==> config.mk <==
export PLATFORM = sky130hd
export DESIGN_NAME = efsr_top
export DESIGN_NICKNAME = d
export VERILOG_FILES = /design/src/efsr_pkg.sv /design/src/efsr_top.sv
export VERILOG_INCLUDE_DIRS = /design/src /design/src/src
export SDC_FILE = /design/constraint.sdc
export NUM_CORES = 1
export LEC_CHECK = 0
export BUFFER_PORTS_ARGS = -buffer_cell sky130_fd_sc_hd__buf_2
export CELL_PAD_IN_SITES_DETAIL_PLACEMENT = 1
export CELL_PAD_IN_SITES_GLOBAL_PLACEMENT = 2
export CORE_UTILIZATION = 26
export DETAILED_ROUTE_END_ITERATION = 6
export GPL_TIMING_DRIVEN = 0
export MAX_ROUTING_LAYER = met4
export PLACE_DENSITY_LB_ADDON = 0.2
export SETUP_SLACK_MARGIN = 0.05
export SLEW_MARGIN = 20
export SYNTH_ARGS = -nofsm -noshare
export SYNTH_HDL_FRONTEND = slang
export SYNTH_SLANG_ARGS = --single-unit
==> constraint.sdc <==
create_clock -name mclk -period 1.7 [get_ports mclk]
set_clock_uncertainty 0.15 [all_clocks]
set_input_delay 0.085 -clock mclk [delete_from_list [all_inputs] [get_ports mclk]]
set_output_delay 0.085 -clock mclk [all_outputs]
set_load 0.005 [all_outputs]
==> src/efsr_defs.svh <==
`ifndef EFSR_DEFS_SVH
`define EFSR_DEFS_SVH

// ****************************************
// Register map
// ****************************************
`define EFSR_ADDR_W 6
`define EFSR_OFS_FLAGS 6'h2B
`define EFSR_OFS_RESET_CMD 6'h2F
`define EFSR_OFS_MINUTES 6'h02
`define EFSR_FLAGS_RST 8'h00

// ****************************************
// Flag bit positions
// ****************************************
`define EFSR_BIT_PERIODIC 7
`define EFSR_BIT_ALARM2 6
`define EFSR_BIT_ALARM1 5
`define EFSR_BIT_WATCHDOG 4
`define EFSR_BIT_SWITCHOVER 3
`define EFSR_BIT_CAPTURE3 2
`define EFSR_BIT_CAPTURE2 1
`define EFSR_BIT_CAPTURE1 0
`define EFSR_BIT_EVENT_MON 7

// ****************************************
// Command codes
// ****************************************
`define EFSR_CMD_SOFT_RESET 8'h2C
`define EFSR_CMD_PRESC_CLEAR 8'hA4
`define EFSR_CMD_CAPT_CLEAR 8'h25
`define EFSR_CMD_BOTH_CLEAR 8'hA5

// ****************************************
// Reset image of the rest of the device
// ****************************************
`define EFSR_RST_HUNDREDTHS 8'h00
`define EFSR_RST_SECONDS 8'h80
`define EFSR_RST_MINUTES 8'h00
`define EFSR_RST_HOURS 8'h00
`define EFSR_RST_DAYS 8'h01
`define EFSR_RST_WEEKDAYS 8'h06
`define EFSR_RST_MONTHS 8'h01
`define EFSR_RST_YEARS 8'h00
`define EFSR_RST_OTHER 8'h00
`define EFSR_ALARM_FIRST 6'h08
`define EFSR_ALARM_LAST 6'h0F
`define EFSR_CAPT_FIRST 6'h11
`define EFSR_CAPT_LAST 6'h22
`define EFSR_STOP_ENABLE 6'h2E

// ****************************************
// Timing
// ****************************************
`define EFSR_PRESC_DIV 82

`endif

==> src/efsr_pkg.sv <==
package efsr_pkg;

  typedef struct packed {
    logic wr;
    logic rd;
    logic [5:0] addr;
    logic [7:0] wdata;
  } efsr_req_t;

  typedef struct packed {
    logic soft_reset;
    logic presc_clear;
    logic capt_clear;
  } efsr_cmd_t;

  typedef enum logic [1:0] {
    EFSR_POR,
    EFSR_RUN
  } efsr_state_t;

endpackage : efsr_pkg

==> src/efsr_top.sv <==
`timescale 1ns/10ps
`include "efsr_defs.svh"

// Operation
// - Flag byte: tick bit 7, alarms 6..5, watchdog, switch-over, captures 2..0.
// - A flag bit reads 1 when active, 0 otherwise; all zero after reset.
// - Writing 0 clears a flag; writing 1 leaves it unchanged.
// - Flags set by their function and held until cleared by a host write.
// - Flag write result is written byte ANDed with current flags.
// - All flags ORed into event monitor, read as minutes register MSB.
// - Command 2Ch: full soft reset, including prescaler and capture clears.
// - Command A4h: clear prescaler chain only.
// - Command 25h: clear all capture slot registers only.
// - Command A5h: prescaler clear and capture clear together.
// - Any other command byte does nothing.
// - Power-on produces the same reset as the soft reset command.
// - Reset gives calendar mode, hundredths off, 00:00:00.00, 2000.01.01, Saturday.
// - Reset enables switch-over at lower threshold, oscillator load 7 pF.
// - Reset: interrupt A and clock pin give 32 kHz, capture pin disabled.
// - Alarm registers 08h to 0Fh keep their values across reset.
// - Other registers reset to zero except seconds, days, weekday, months; 2Eh kept.
// - Capture clear zeroes capture registers 11h to 22h.
// - Prescaler clear resets the 8.192 kHz tick divider while halted.
module efsr_top
  import efsr_pkg::*;
#(
  parameter int PRESC_DIV = `EFSR_PRESC_DIV
) (
  input wire logic mclk,
  input wire logic reset,
  input wire efsr_req_t reg_req,
  input wire logic [7:0] flag_set,
  input wire logic tick_8k192,
  input wire logic halt,
  output logic [7:0] reg_rdata_q,
  output logic [7:0] flags_q,
  output logic event_monitor_bit_q,
  output efsr_cmd_t cmd_q,
  output logic reg_reset_q,
  output logic sys_tick_q
);

  localparam int PW = $clog2(PRESC_DIV);

  // ****************************************
  // Command decode
  // ****************************************
  efsr_cmd_t cmd_d;
  logic cmd_wr;

  always_comb begin
    cmd_wr = reg_req.wr && (reg_req.addr == `EFSR_OFS_RESET_CMD);
    cmd_d = '0;
    if (cmd_wr) begin
      // Value is decoded, never stored
      case (reg_req.wdata)
        `EFSR_CMD_SOFT_RESET: cmd_d = '{soft_reset: 1'b1, presc_clear: 1'b1,
                                        capt_clear: 1'b1};
        `EFSR_CMD_PRESC_CLEAR: cmd_d.presc_clear = 1'b1;
        `EFSR_CMD_CAPT_CLEAR: cmd_d.capt_clear = 1'b1;
        `EFSR_CMD_BOTH_CLEAR: begin
          cmd_d.presc_clear = 1'b1;
          cmd_d.capt_clear = 1'b1;
        end
        default: cmd_d = '0;
      endcase
    end
  end

  // ****************************************
  // Power-on and soft reset sequencing
  // ****************************************
  efsr_state_t state_q;
  efsr_state_t state_d;
  logic reg_reset_d;

  // Power-on runs through the same pulse as the soft command
  always_comb begin
    state_d = state_q;
    reg_reset_d = 1'b0;
    case (state_q)
      EFSR_POR: begin
        state_d = EFSR_RUN;
        reg_reset_d = 1'b1;
      end
      EFSR_RUN: begin
        // Pulse loads the reset image held in the defines header
        reg_reset_d = cmd_d.soft_reset;
      end
      default: state_d = EFSR_POR;
    endcase
  end

  always_ff @(posedge mclk or posedge reset) begin
    if (reset) begin
      state_q <= EFSR_POR;
      reg_reset_q <= 1'b0;
      cmd_q <= '0;
    end else begin
      state_q <= state_d;
      reg_reset_q <= reg_reset_d;
      cmd_q <= cmd_d;
    end
  end

  // ****************************************
  // Flag register
  // ****************************************
  logic [7:0] flags_d;
  logic [7:0] keep_mask;
  logic flags_wr;
  logic event_monitor_bit_d;

  always_comb begin
    flags_wr = reg_req.wr && (reg_req.addr == `EFSR_OFS_FLAGS);
    keep_mask = flags_wr ? reg_req.wdata : 8'hFF;
    // Set ORed after the AND so a host write never loses an event
    flags_d = (flags_q & keep_mask) | flag_set;
    if (reg_reset_d) begin
      flags_d = `EFSR_FLAGS_RST;
    end
    event_monitor_bit_d = |flags_d;
  end

  always_ff @(posedge mclk or posedge reset) begin
    if (reset) begin
      flags_q <= `EFSR_FLAGS_RST;
      event_monitor_bit_q <= 1'b0;
    end else begin
      flags_q <= flags_d;
      event_monitor_bit_q <= event_monitor_bit_d;
    end
  end

  // ****************************************
  // Read data
  // ****************************************
  logic [7:0] rdata_d;

  always_comb begin
    rdata_d = reg_rdata_q;
    if (reg_req.rd) begin
      case (reg_req.addr)
        `EFSR_OFS_FLAGS: rdata_d = flags_q;
        `EFSR_OFS_MINUTES: begin
          rdata_d = 8'h00;
          rdata_d[`EFSR_BIT_EVENT_MON] = event_monitor_bit_q;
        end
        default: rdata_d = 8'h00; // Command register reads zero
      endcase
    end
  end

  always_ff @(posedge mclk or posedge reset) begin
    if (reset) begin
      reg_rdata_q <= 8'h00;
    end else begin
      reg_rdata_q <= rdata_d;
    end
  end

  // ****************************************
  // Tick prescaler
  // ****************************************
  logic [PW-1:0] presc_q;
  logic [PW-1:0] presc_d;
  logic sys_tick_d;

  // Frozen while halted so a clear lands on a still chain
  always_comb begin
    presc_d = presc_q;
    sys_tick_d = 1'b0;
    if (cmd_d.presc_clear || reg_reset_d) begin
      presc_d = '0;
    end else if (tick_8k192 && !halt) begin
      if (presc_q == PW'(PRESC_DIV - 1)) begin
        presc_d = '0;
        sys_tick_d = 1'b1;
      end else begin
        presc_d = presc_q + PW'(1);
      end
    end
  end

  always_ff @(posedge mclk or posedge reset) begin
    if (reset) begin
      presc_q <= '0;
      sys_tick_q <= 1'b0;
    end else begin
      presc_q <= presc_d;
      sys_tick_q <= sys_tick_d;
    end
  end

  // ****************************************
  // Checks
  // ****************************************
  flag_set_wins_a: assert property (@(posedge mclk) disable iff (reset)
    (|flag_set && !reg_reset_d) |=> ((flags_q & $past(flag_set)) == $past(flag_set)))
    else $error("flag set lost");

  flag_and_write_a: assert property (@(posedge mclk) disable iff (reset)
    (flags_wr && !reg_reset_d)
      |=> flags_q == (($past(flags_q) & $past(reg_req.wdata)) | $past(flag_set)))
    else $error("flag write not AND");

  flag_hold_a: assert property (@(posedge mclk) disable iff (reset)
    (!flags_wr && !reg_reset_d && flag_set == 8'h00) |=> $stable(flags_q))
    else $error("flag changed without cause");

  event_mon_or_a: assert property (@(posedge mclk) disable iff (reset)
    event_monitor_bit_q == (|flags_q))
    else $error("event monitor mismatch");

  soft_reset_cmd_a: assert property (@(posedge mclk) disable iff (reset)
    (cmd_wr && reg_req.wdata == `EFSR_CMD_SOFT_RESET && state_q == EFSR_RUN)
      |=> cmd_q.soft_reset && cmd_q.presc_clear && cmd_q.capt_clear && reg_reset_q
      && flags_q == `EFSR_FLAGS_RST)
    else $error("soft reset incomplete");

  presc_cmd_a: assert property (@(posedge mclk) disable iff (reset)
    (cmd_wr && reg_req.wdata == `EFSR_CMD_PRESC_CLEAR)
      |=> cmd_q.presc_clear && !cmd_q.capt_clear && !cmd_q.soft_reset && presc_q == '0)
    else $error("prescaler clear wrong");

  capt_cmd_a: assert property (@(posedge mclk) disable iff (reset)
    (cmd_wr && reg_req.wdata == `EFSR_CMD_CAPT_CLEAR)
      |=> cmd_q.capt_clear && !cmd_q.presc_clear && !cmd_q.soft_reset)
    else $error("capture clear wrong");

  both_cmd_a: assert property (@(posedge mclk) disable iff (reset)
    (cmd_wr && reg_req.wdata == `EFSR_CMD_BOTH_CLEAR)
      |=> cmd_q.capt_clear && cmd_q.presc_clear && !cmd_q.soft_reset)
    else $error("combined clear wrong");

  other_cmd_a: assert property (@(posedge mclk) disable iff (reset)
    !(cmd_wr && reg_req.wdata inside {`EFSR_CMD_SOFT_RESET, `EFSR_CMD_PRESC_CLEAR,
      `EFSR_CMD_CAPT_CLEAR, `EFSR_CMD_BOTH_CLEAR}) |=> cmd_q == '0)
    else $error("unknown command acted");

  cmd_pulse_a: assert property (@(posedge mclk) disable iff (reset)
    (cmd_q.capt_clear && !cmd_wr) |=> !cmd_q.capt_clear)
    else $error("command not a pulse");

  por_pulse_a: assert property (@(posedge mclk) disable iff (reset)
    $rose(state_q == EFSR_RUN) |-> reg_reset_q && flags_q == `EFSR_FLAGS_RST)
    else $error("power-on reset missing");

  halt_freeze_a: assert property (@(posedge mclk) disable iff (reset)
    (halt && !cmd_d.presc_clear && !reg_reset_d) |=> $stable(presc_q) && !sys_tick_q)
    else $error("prescaler ran while halted");

  // ****************************************
  // Register port and reset checks
  // ****************************************
  rd_flags_a: assert property (@(posedge mclk) disable iff (reset)
    (reg_req.rd && reg_req.addr == `EFSR_OFS_FLAGS) |=> reg_rdata_q == $past(flags_q))
    else $error("flag read wrong");

  rd_minutes_a: assert property (@(posedge mclk) disable iff (reset)
    (reg_req.rd && reg_req.addr == `EFSR_OFS_MINUTES)
      |=> reg_rdata_q == {$past(event_monitor_bit_q), 7'h00})
    else $error("event monitor read wrong");

  rd_cmd_zero_a: assert property (@(posedge mclk) disable iff (reset)
    (reg_req.rd && reg_req.addr == `EFSR_OFS_RESET_CMD) |=> reg_rdata_q == 8'h00)
    else $error("command register read back");

  // Held so a slow serial shift-out sees one stable byte
  rd_hold_a: assert property (@(posedge mclk) disable iff (reset)
    !reg_req.rd |=> $stable(reg_rdata_q))
    else $error("read data moved without a read");

  no_write_cmd_a: assert property (@(posedge mclk) disable iff (reset)
    (reg_req.wr && reg_req.addr != `EFSR_OFS_RESET_CMD) |=> cmd_q == '0)
    else $error("command from another address");

  // Only checked without a set, which would win
  flag_clear_a: assert property (@(posedge mclk) disable iff (reset)
    (flags_wr && flag_set == 8'h00 && !reg_reset_d)
      |=> (flags_q & ~$past(reg_req.wdata)) == 8'h00)
    else $error("flag not cleared by zero");

  reset_pulse_one_a: assert property (@(posedge mclk) disable iff (reset)
    (reg_reset_q && !cmd_wr) |=> !reg_reset_q)
    else $error("reset pulse too long");

  reset_only_soft_a: assert property (@(posedge mclk) disable iff (reset)
    (reg_reset_q && state_q == EFSR_RUN && $past(state_q) == EFSR_RUN) |-> cmd_q.soft_reset)
    else $error("reset pulse without command");

  flag_rst_a: assert property (@(posedge mclk) disable iff (reset)
    reg_reset_q |-> flags_q == `EFSR_FLAGS_RST)
    else $error("flags not cleared by reset");

  event_monitor_bit_rst_a: assert property (@(posedge mclk) disable iff (reset)
    reg_reset_q |-> !event_monitor_bit_q)
    else $error("event monitor set after reset");

  // ****************************************
  // Prescaler checks
  // ****************************************
  // Clear acts even when running; the host is expected to halt first
  soft_presc_clear_a: assert property (@(posedge mclk) disable iff (reset)
    (cmd_wr && reg_req.wdata == `EFSR_CMD_SOFT_RESET) |=> presc_q == '0 && !sys_tick_q)
    else $error("soft reset kept prescaler");

  both_presc_zero_a: assert property (@(posedge mclk) disable iff (reset)
    (cmd_wr && reg_req.wdata == `EFSR_CMD_BOTH_CLEAR) |=> presc_q == '0)
    else $error("combined clear kept prescaler");

  capt_no_presc_a: assert property (@(posedge mclk) disable iff (reset)
    (cmd_wr && reg_req.wdata == `EFSR_CMD_CAPT_CLEAR && !tick_8k192
      && state_q == EFSR_RUN) |=> $stable(presc_q))
    else $error("capture clear touched prescaler");

  halt_clear_a: assert property (@(posedge mclk) disable iff (reset)
    (halt && cmd_d.presc_clear) |=> presc_q == '0)
    else $error("halted clear ignored");

  presc_rst_a: assert property (@(posedge mclk) disable iff (reset)
    $rose(state_q == EFSR_RUN) |-> presc_q == '0)
    else $error("power-on kept prescaler");

  tick_wrap_a: assert property (@(posedge mclk) disable iff (reset)
    sys_tick_q |-> presc_q == '0)
    else $error("tick without wrap");

  // Wrap and clear excluded; they are checked on their own
  tick_count_a: assert property (@(posedge mclk) disable iff (reset)
    (tick_8k192 && !halt && !cmd_d.presc_clear && !reg_reset_d
      && presc_q != PW'(PRESC_DIV - 1)) |=> presc_q == $past(presc_q) + PW'(1))
    else $error("prescaler missed a step");

  tick_wraps_a: assert property (@(posedge mclk) disable iff (reset)
    (tick_8k192 && !halt && !cmd_d.presc_clear && !reg_reset_d
      && presc_q == PW'(PRESC_DIV - 1)) |=> sys_tick_q)
    else $error("system tick missing");

endmodule : efsr_top

# Yosys cells after proc, flatten, opt, wreduce, memory -nomap -nowiden
# Index checks and enable logic that the tools add are counted.
# op_classes
add_sub_neg	1
n_eq_ne	9
n_mux	15
bitwise_logic	2
reduce_logical	10
# op_table
cell	count
7-bit 2-to-1 mux	3
8-bit by 6-bit equality test with 1-bit output, second input constant	2
8-bit equality test, second input constant	2
8-bit 2-to-1 mux	2
8-bit one-hot mux with 2 select lines	1
6-bit equality test, second input constant	2
8-bit bitwise AND	1
8-bit OR	1
8-bit OR reduction	1
7-bit by 1-bit adder with 7-bit output, second input constant	1
7-bit equality test, second input constant	1
6-bit by 2-bit equality test with 1-bit output, second input constant	1
1-bit 2-to-1 mux	6
3-bit OR reduction	2
2-bit one-hot mux with 2 select lines	1
1-bit logical AND	3
3-bit 2-to-1 mux	1
2-bit by 1-bit equality test with 1-bit output, second input constant	1
2-bit zero test	1
1-bit one-hot mux with 2 select lines	1
2-bit nonzero test	1
1-bit zero test	1
1-bit logical OR	1
# totals
reg_bits	31
in_bits	28
out_inout_bits	22
wordCells	47

# Logic depth before layout (Yosys ltp)
# Gate-level depths: netlist of the first run.
# depth
word_depth	7
mapped_depth	6
ltp_nobuf	6

# Worst setup path after synthesis of the first run
# No wires, ideal clock.
# synth_path
path_type	flip-flop to flip-flop
start	register presc_q[0]
end	register presc_q[5]
setup_time_ns	0.077
arrival_ns	1.352
slack_ns	0.120
stages_incl_launch_ff	5
period_less_slack_ns	1.580
path_cell_list	dfrtp_1 > ha_1 > and3_4 > or4_1 > a21oi_1
# synth_between
elab_chain_len	4
# synth_rtl
item	line_no	rtl
from (decl)	efsr_top.sv:165	logic [PW-1:0] presc_q;
from (signal assigned)	efsr_top.sv:190	presc_q <= presc_d;
7-bit by 1-bit adder with 7-bit output or 7-bit equality test (tied branches)	efsr_top.sv:180, efsr_top.sv:176	
7-bit 2-to-1 mux (*)	efsr_top.sv:176	if (presc_q == PW'(PRESC_DIV - 1)) begin
7-bit 2-to-1 mux (*)	efsr_top.sv:175	end else if (tick_8k192 && !halt) begin
7-bit 2-to-1 mux (*)	efsr_top.sv:173	if (cmd_d.presc_clear || reg_reset_d) begin
# Every way passes the cells marked *; elsewhere a longest branch is shown, timed or not. The select of a mux whose other input is x is not followed.
# A chain may end at the register's enable or synchronous reset.

# Worst setup path in the final report of the first run
# layout_path
start	register presc_q[3]
end	register presc_q[4]
# Same word-level chain as after synthesis.

==> impl_metrics.tcl, run 1 <==
set metrics [dict create \
    status "finished, final reports clean" \
    utilization_pct 40.6 \
    netlist_instances 150 \
    required_ps 1710 \
    syn2layout_area_growth_pct 48.1 \
    synth_compound_area_share_pct 18.6 \
    die_h_um 76.1 \
    syn_area_um2 1430 \
    critical_path_class "register to register" \
    crit_chain "nor4b_4, and3_4, o21ai_0, a22oi_1, nor2_1" \
    routed_via_density 4.77 \
    whs_ps 11.5 \
    max_freq_mhz 596 \
    die_w_um 76.1 \
    syn-num-nets 180 \
    avgSynthCellArea_um2 9.53 \
    cp.arrival_ps 1680 \
    end_kind "register" \
    hold_viol 0 \
    ant_nets 0 \
    use_met3_pct 4.19 \
    grt_max_degree 31 \
    synth_top_cell_area_share_pct 52.5 \
    setup_viol 0 \
    place_inst 268 \
    grtUsageMet2_pct 26.5 \
    synth_area_leaders "dfrtp_1, a21oi_1, inv_1, nor2_1, o21ai_0" \
    numClockSinks 30 \
    post-synth-top-area-cell "dfrtp_1" \
    cp_slowest_stage_delay_ps 440 \
    synth_top_family_by_area "simple AND/OR/NAND/NOR gates" \
    wl_mm 4.40 \
    num_vias 1416 \
    critPathLaunchType "register" \
    io_buffers 48 \
    p_leak_nw 0.983 \
    antenna_found_initial 0 \
    insertion_delay_ps 280 \
    cp_slowest_cell "dfrtp_2" \
    grt_pass1_vias 1461 \
    layout-drive-gt1-share_pct 37.9 \
    yosysMostFrequentCell "dfrtp_1" \
    gr-total-overflow 0 \
    path_clk_slew_ps 70 \
    yosys_warnings 0 \
    cts_buffers 5 \
    power.density_nw_per_um2 784 \
    rows 26 \
    post-route-drc-count 0 \
    period_minus_slack_ps 1680 \
    relSlewSlack_pct 57.0 \
    synthSimpleGateAreaFrac_pct 21.5 \
    grt.total_usage_pct 16.3 \
    dpl.hpwl_mm 3.05 \
    first_pass_iters 4 \
    root_buffer "clkbuf_8" \
    grt_busiest_layer "met2" \
    cts_tree "done" \
    path_buf_inv 0 \
    postSynth.asyncResetShare_pct 100 \
    synth_adder_area_share_pct 1.75 \
    fin_setup_tns_ps 0 \
    drv_slew 0 \
    synthXorXnorAreaFrac_pct 0 \
    crit_path_max_fanout 4 \
    ys_top_cells_by_count "dfrtp_1, inv_1, a21oi_1, nor2_1, nand2_1" \
    rsz0062_at_grt "yes" \
    synth.distinct_cells 38 \
    initial_core_util_pct 27.5 \
    met1_usage_pct 19.7 \
    maxCapViolCount 0 \
    hold_class "input port to register" \
    critical-path-top-delay-family "simple AND/OR/NAND/NOR gates" \
    muxShareOfSynthArea_pct 0 \
    worstMarginPinSlew_ps 644 \
    grt_pass1_wl_mm 7.18 \
    synth_edf_count 0 \
    clock_path_buffers 2 \
    ys_seq_elements 30 \
    htreeDepth 2 \
    drtIter0Drc 66 \
    fin_cells 297 \
    gp_congestion 0.806 \
    core-area_um2 5200 \
    irDropWorstVdd_mv 0.290 \
    die-area_um2 5800 \
    io_pins 50 \
    synth-main-ff-cell "dfrtp_1" \
    n_antenna_cell 0 \
    power_mw 1.66 \
    wl_per_cell_um 14.8 \
    fin_nets 256 \
    fin_crit_sh_pct 98.8 \
    yosysSeqAreaShare_pct 52.5 \
]
[registers in the layout, summed over array words and instances, names as in the netlist]
name / count
flags_q: 8
reg_reset_q: 1
state_q: 1
reg_rdata_q: 8
cmd_q: 3
presc_q: 7
event_monitor_bit_q: 1
sys_tick_q: 1
[path summary, 6_finish.rpt]
path,slack [ps],cells after the start,endpoint,startpoint
setup / recovery,20,5,presc_q[4]$_DFFE_PP0P_,presc_q[3]$_DFFE_PP0P_
hold / removal,10,3,flags_q[3]$_DFF_PP0_,reg_req[3]
setup reg to reg,20,5,presc_q[4]$_DFFE_PP0P_,presc_q[3]$_DFFE_PP0P_
hold reg to reg,330,1,reg_rdata_q[7]$_DFFE_PP0P_,reg_rdata_q[7]$_DFFE_PP0P_
max in group asynchronous,660,3,presc_q[2]$_DFFE_PP0P_,reset
min in group asynchronous,290,3,reg_rdata_q[1]$_DFFE_PP0P_,reset
[placed cells by master (no fill, tap or decap), types with 2 or more instances in the layout]
cell and n:
buf_6 2, clkbuf_8 5, clkbuf_1 2, o22ai_1 7, or4_1 2, nand2_1 11
ha_2 2, clkinv_2 2, dfrtp_2 4, buf_4 8, buf_2 49, dfrtp_1 26
a21oi_1 13, nor3_1 4, o21a_1 2, nand3b_1 2, o21ai_0 9, nand3_1 3
nor2_1 13, nand4b_1 2, nor2b_1 2, nor4_1 2, and3_4 2, inv_1 16
dlygate4sd3_1 11
[tightest hold or removal path, stage by stage]
cell     delay [ps]
buf_2           100
o21ai_0          80
a21oi_1         140
[through the flow]
step,setup WS [ps],instance area (um^2)
2_1_floorplan,120,1430
3_3_place_gp,-1.78,1760
3_5_place_dp,16.3,1760
4_1_cts,46.6,2000
5_1_grt,-74.8,2120
6_report,20.8,2120
[logic make-up (layout without fill, tap and decap cells)]
logic type	after synthesis	after routing
AND/OR/NAND/NOR	55	55
buffers and inverters	20	97
other	1	1
flip-flops	30	30
adder cells (fa/ha/maj)	2	2
AO/OA/AOI/OAI	42	42
[layout make-up]
type | count | area [um^2]
Fill cell | 618 | 3090
Sequential cell | 30 | 756
Multi-Input combinational cell | 100 | 654
Timing Repair Buffer | 69 | 433
Tap cell | 70 | 87.6
Clock buffer | 5 | 68.8
Inverter | 17 | 63.8
Clock inverter | 3 | 40.0
Buffer | 3 | 12.5
[per-layer routing]
| metal | wire length, um | part of all wire [%] |
|---|---|---|
| met1 | 1890 | 43 |
| met2 | 2290 | 52 |
| met3 | 159 | 3.6 |
| met4 | 56 | 1.3 |
| met5 | 0 | 0 |
[where the power goes]
group / switching (mW) / leakage (nW) / internal, mW
sequential: 0.0246 / 0.392 / 0.736
combinational: 0.101 / 0.533 / 0.0946
clock: 0.273 / 0.0579 / 0.431
total: 0.398 / 0.983 / 1.26
[what timing repair did]
action,4_1_cts,5_1_grt
hold endpoints to repair,41,0
hold buffers,11,0
gates resized for setup,1,17
setup endpoints to repair,4,8
pin swaps,3,10
buffers inserted,3,7
No activity file was read; power rests on OpenSTA's default activity.
==> inputs of run 2 (changes only) <==
Settings changed: BUFFER_PORTS_ARGS -buffer_cell sky130_fd_sc_hd__buf_2 to -buffer_cell sky130_fd_sc_hd__buf_4.
==> run 2 against run 1 <==
Effect of this change:
- via count up 0.14%
- largest cell class unchanged
- flip-flop and latch count unchanged
- critical path type unchanged
- clock power down 3.3%
- cell count up 0.67%
==> impl_metrics.tcl, run 2 (synthesis results as in run 1) <==
set metrics [dict create \
    layout-drive-gt1-share_pct 36.7 \
    root_buffer "clkbuf_8" \
    cp.arrival_ps 1620 \
    hold_class "input port to register" \
    die_w_um 76.1 \
    worstMarginPinSlew_ps 648 \
    grt_pass1_wl_mm 7.11 \
    drv_slew 0 \
    irDropWorstVdd_mv 0.313 \
    die-area_um2 5800 \
    power.density_nw_per_um2 743 \
    setup_viol 0 \
    clock_path_buffers 2 \
    reg_top3 "flags_q: 8 flops, reg_rdata_q: 8 flops, presc_q: 7 flops" \
    initial_core_util_pct 27.5 \
    cts_tree "done" \
    die_h_um 76.1 \
    routed_via_density 4.74 \
    final_cell_mix "buf_4, dfrtp_1, inv_1" \
    drtIter0Drc 57 \
    gr-total-overflow 0 \
    cts_buffers 5 \
    dpl.hpwl_mm 3.01 \
    relSlewSlack_pct 56.7 \
    preCtsSetupSlack_ps -16.1 \
    required_ps 1700 \
    io_buffers 48 \
    crit_path_max_fanout 6 \
    finalWorstSetupSlack_ps 79.3 \
    path_clk_slew_ps 70 \
    wl_per_cell_um 14.5 \
    core-area_um2 5200 \
    p_leak_nw 1.02 \
    critPathLaunchType "register" \
    htreeDepth 2 \
    grt_pass1_vias 1487 \
    first_pass_iters 4 \
    insertion_delay_ps 280 \
    syn2layout_area_growth_pct 56.7 \
    status "finished, final reports clean" \
    fin_nets 258 \
    period_minus_slack_ps 1620 \
    post-route-drc-count 0 \
    ant_nets 0 \
    final_common_cell "buf_4" \
    antenna_found_initial 0 \
    grt.total_usage_pct 16.1 \
    end_kind "register" \
    fin_crit_sh_pct 95.3 \
    num_vias 1418 \
    gp_congestion 0.798 \
    nFillCells 623 \
    wl_mm 4.33 \
    max_freq_mhz 617 \
    critical_path_class "register to register" \
    maxCapViolCount 0 \
    whs_ps 8.75 \
    io_pins 50 \
    hold_viol 0 \
    n_antenna_cell 0 \
    grt_max_degree 31 \
    numClockSinks 30 \
    rsz0062_at_grt "yes" \
    rows 26 \
]
==> run 2: layout make-up <==
class / count / area [um^2] / area share (%)
Inverter: 17 / 63.8 / 2.85
Clock buffer: 8 / 110 / 4.92
Timing Repair Buffer: 71 / 566 / 25.3
Sequential cell: 30 / 756 / 33.8
Multi-Input combinational cell: 100 / 643 / 28.7
Buffer: 3 / 12.5 / 0.559
Tap cell: 70 / 87.6 / 3.91
==> run 2: worst paths after layout <==
| check | startpoint | to | slack (ps) | cells after the start |
|---|---|---|---|---|
| hold / removal | reg_req[14] | reg_rdata_q[4]$_DFFE_PP0P_ | 9 | 3 |
| hold reg to reg | reg_rdata_q[7]$_DFFE_PP0P_ | reg_rdata_q[7]$_DFFE_PP0P_ | 350 | 1 |
| setup / recovery | presc_q[3]$_DFFE_PP0P_ | presc_q[4]$_DFFE_PP0P_ | 80 | 5 |
| setup reg to reg | presc_q[3]$_DFFE_PP0P_ | presc_q[4]$_DFFE_PP0P_ | 80 | 5 |
| min in group asynchronous | reset | sys_tick_q$_DFF_PP0_ | 310 | 3 |
| max in group asynchronous | reset | flags_q[1]$_DFF_PP0_ | 630 | 3 |
==> run 2: stage by stage <==
| stage | cells | TNS (ps) | cell area (um^2) | total power [mW] | util (%) |
|---|---|---|---|---|---|
| floorplan | 150 | 0 | 1430 | 0.845 | - |
| global placement | 268 | -4.99 | 1880 | 0.955 | 36.1 |
| detailed placement | 268 | -31.4 | 1880 | 0.961 | 36.1 |
| CTS | 294 | 0 | 2160 | 1.68 | 41.6 |
| global route | 299 | -1.53 | 2240 | 1.74 | 43.0 |
| finish | 299 | 0 | 2240 | 1.66 | 43.0 |
==> run 2: layer usage <==
metal  track usage (%)  share of wire (%)  up-vias
met5                 -                  0        -
met4              5.38               0.97        0
met3              3.71                4.1        4
met2              26.3                 50       38
met1              19.5                 45      690
li1                  -                  -      686
==> run 2: timing repair <==
action,in CTS,in global routing
endpoints found under the hold margin,41,0
cloned,0,0
hold buffers,13,0
endpoints found under the setup margin,4,5
resized for setup,2,11
pin swaps,4,5
setup buffers,5,5
==> run 2: report_power, final <==
group	leakage (nW)	internal (mW)	switching, mW	total, mW
clock network	0.0575	0.409	0.271	0.680
registers	0.392	0.736	0.0234	0.759
logic	0.575	0.122	0.103	0.225
total	1.02	1.27	0.398	1.66
==> run 2: worst max-delay path, stage by stage (launching register included) <==
cell	delay, ps
dfrtp_2	430
nor4b_4	290
and3_4	260
o21ai_0	100
a22oi_1	200
nor2_1	60
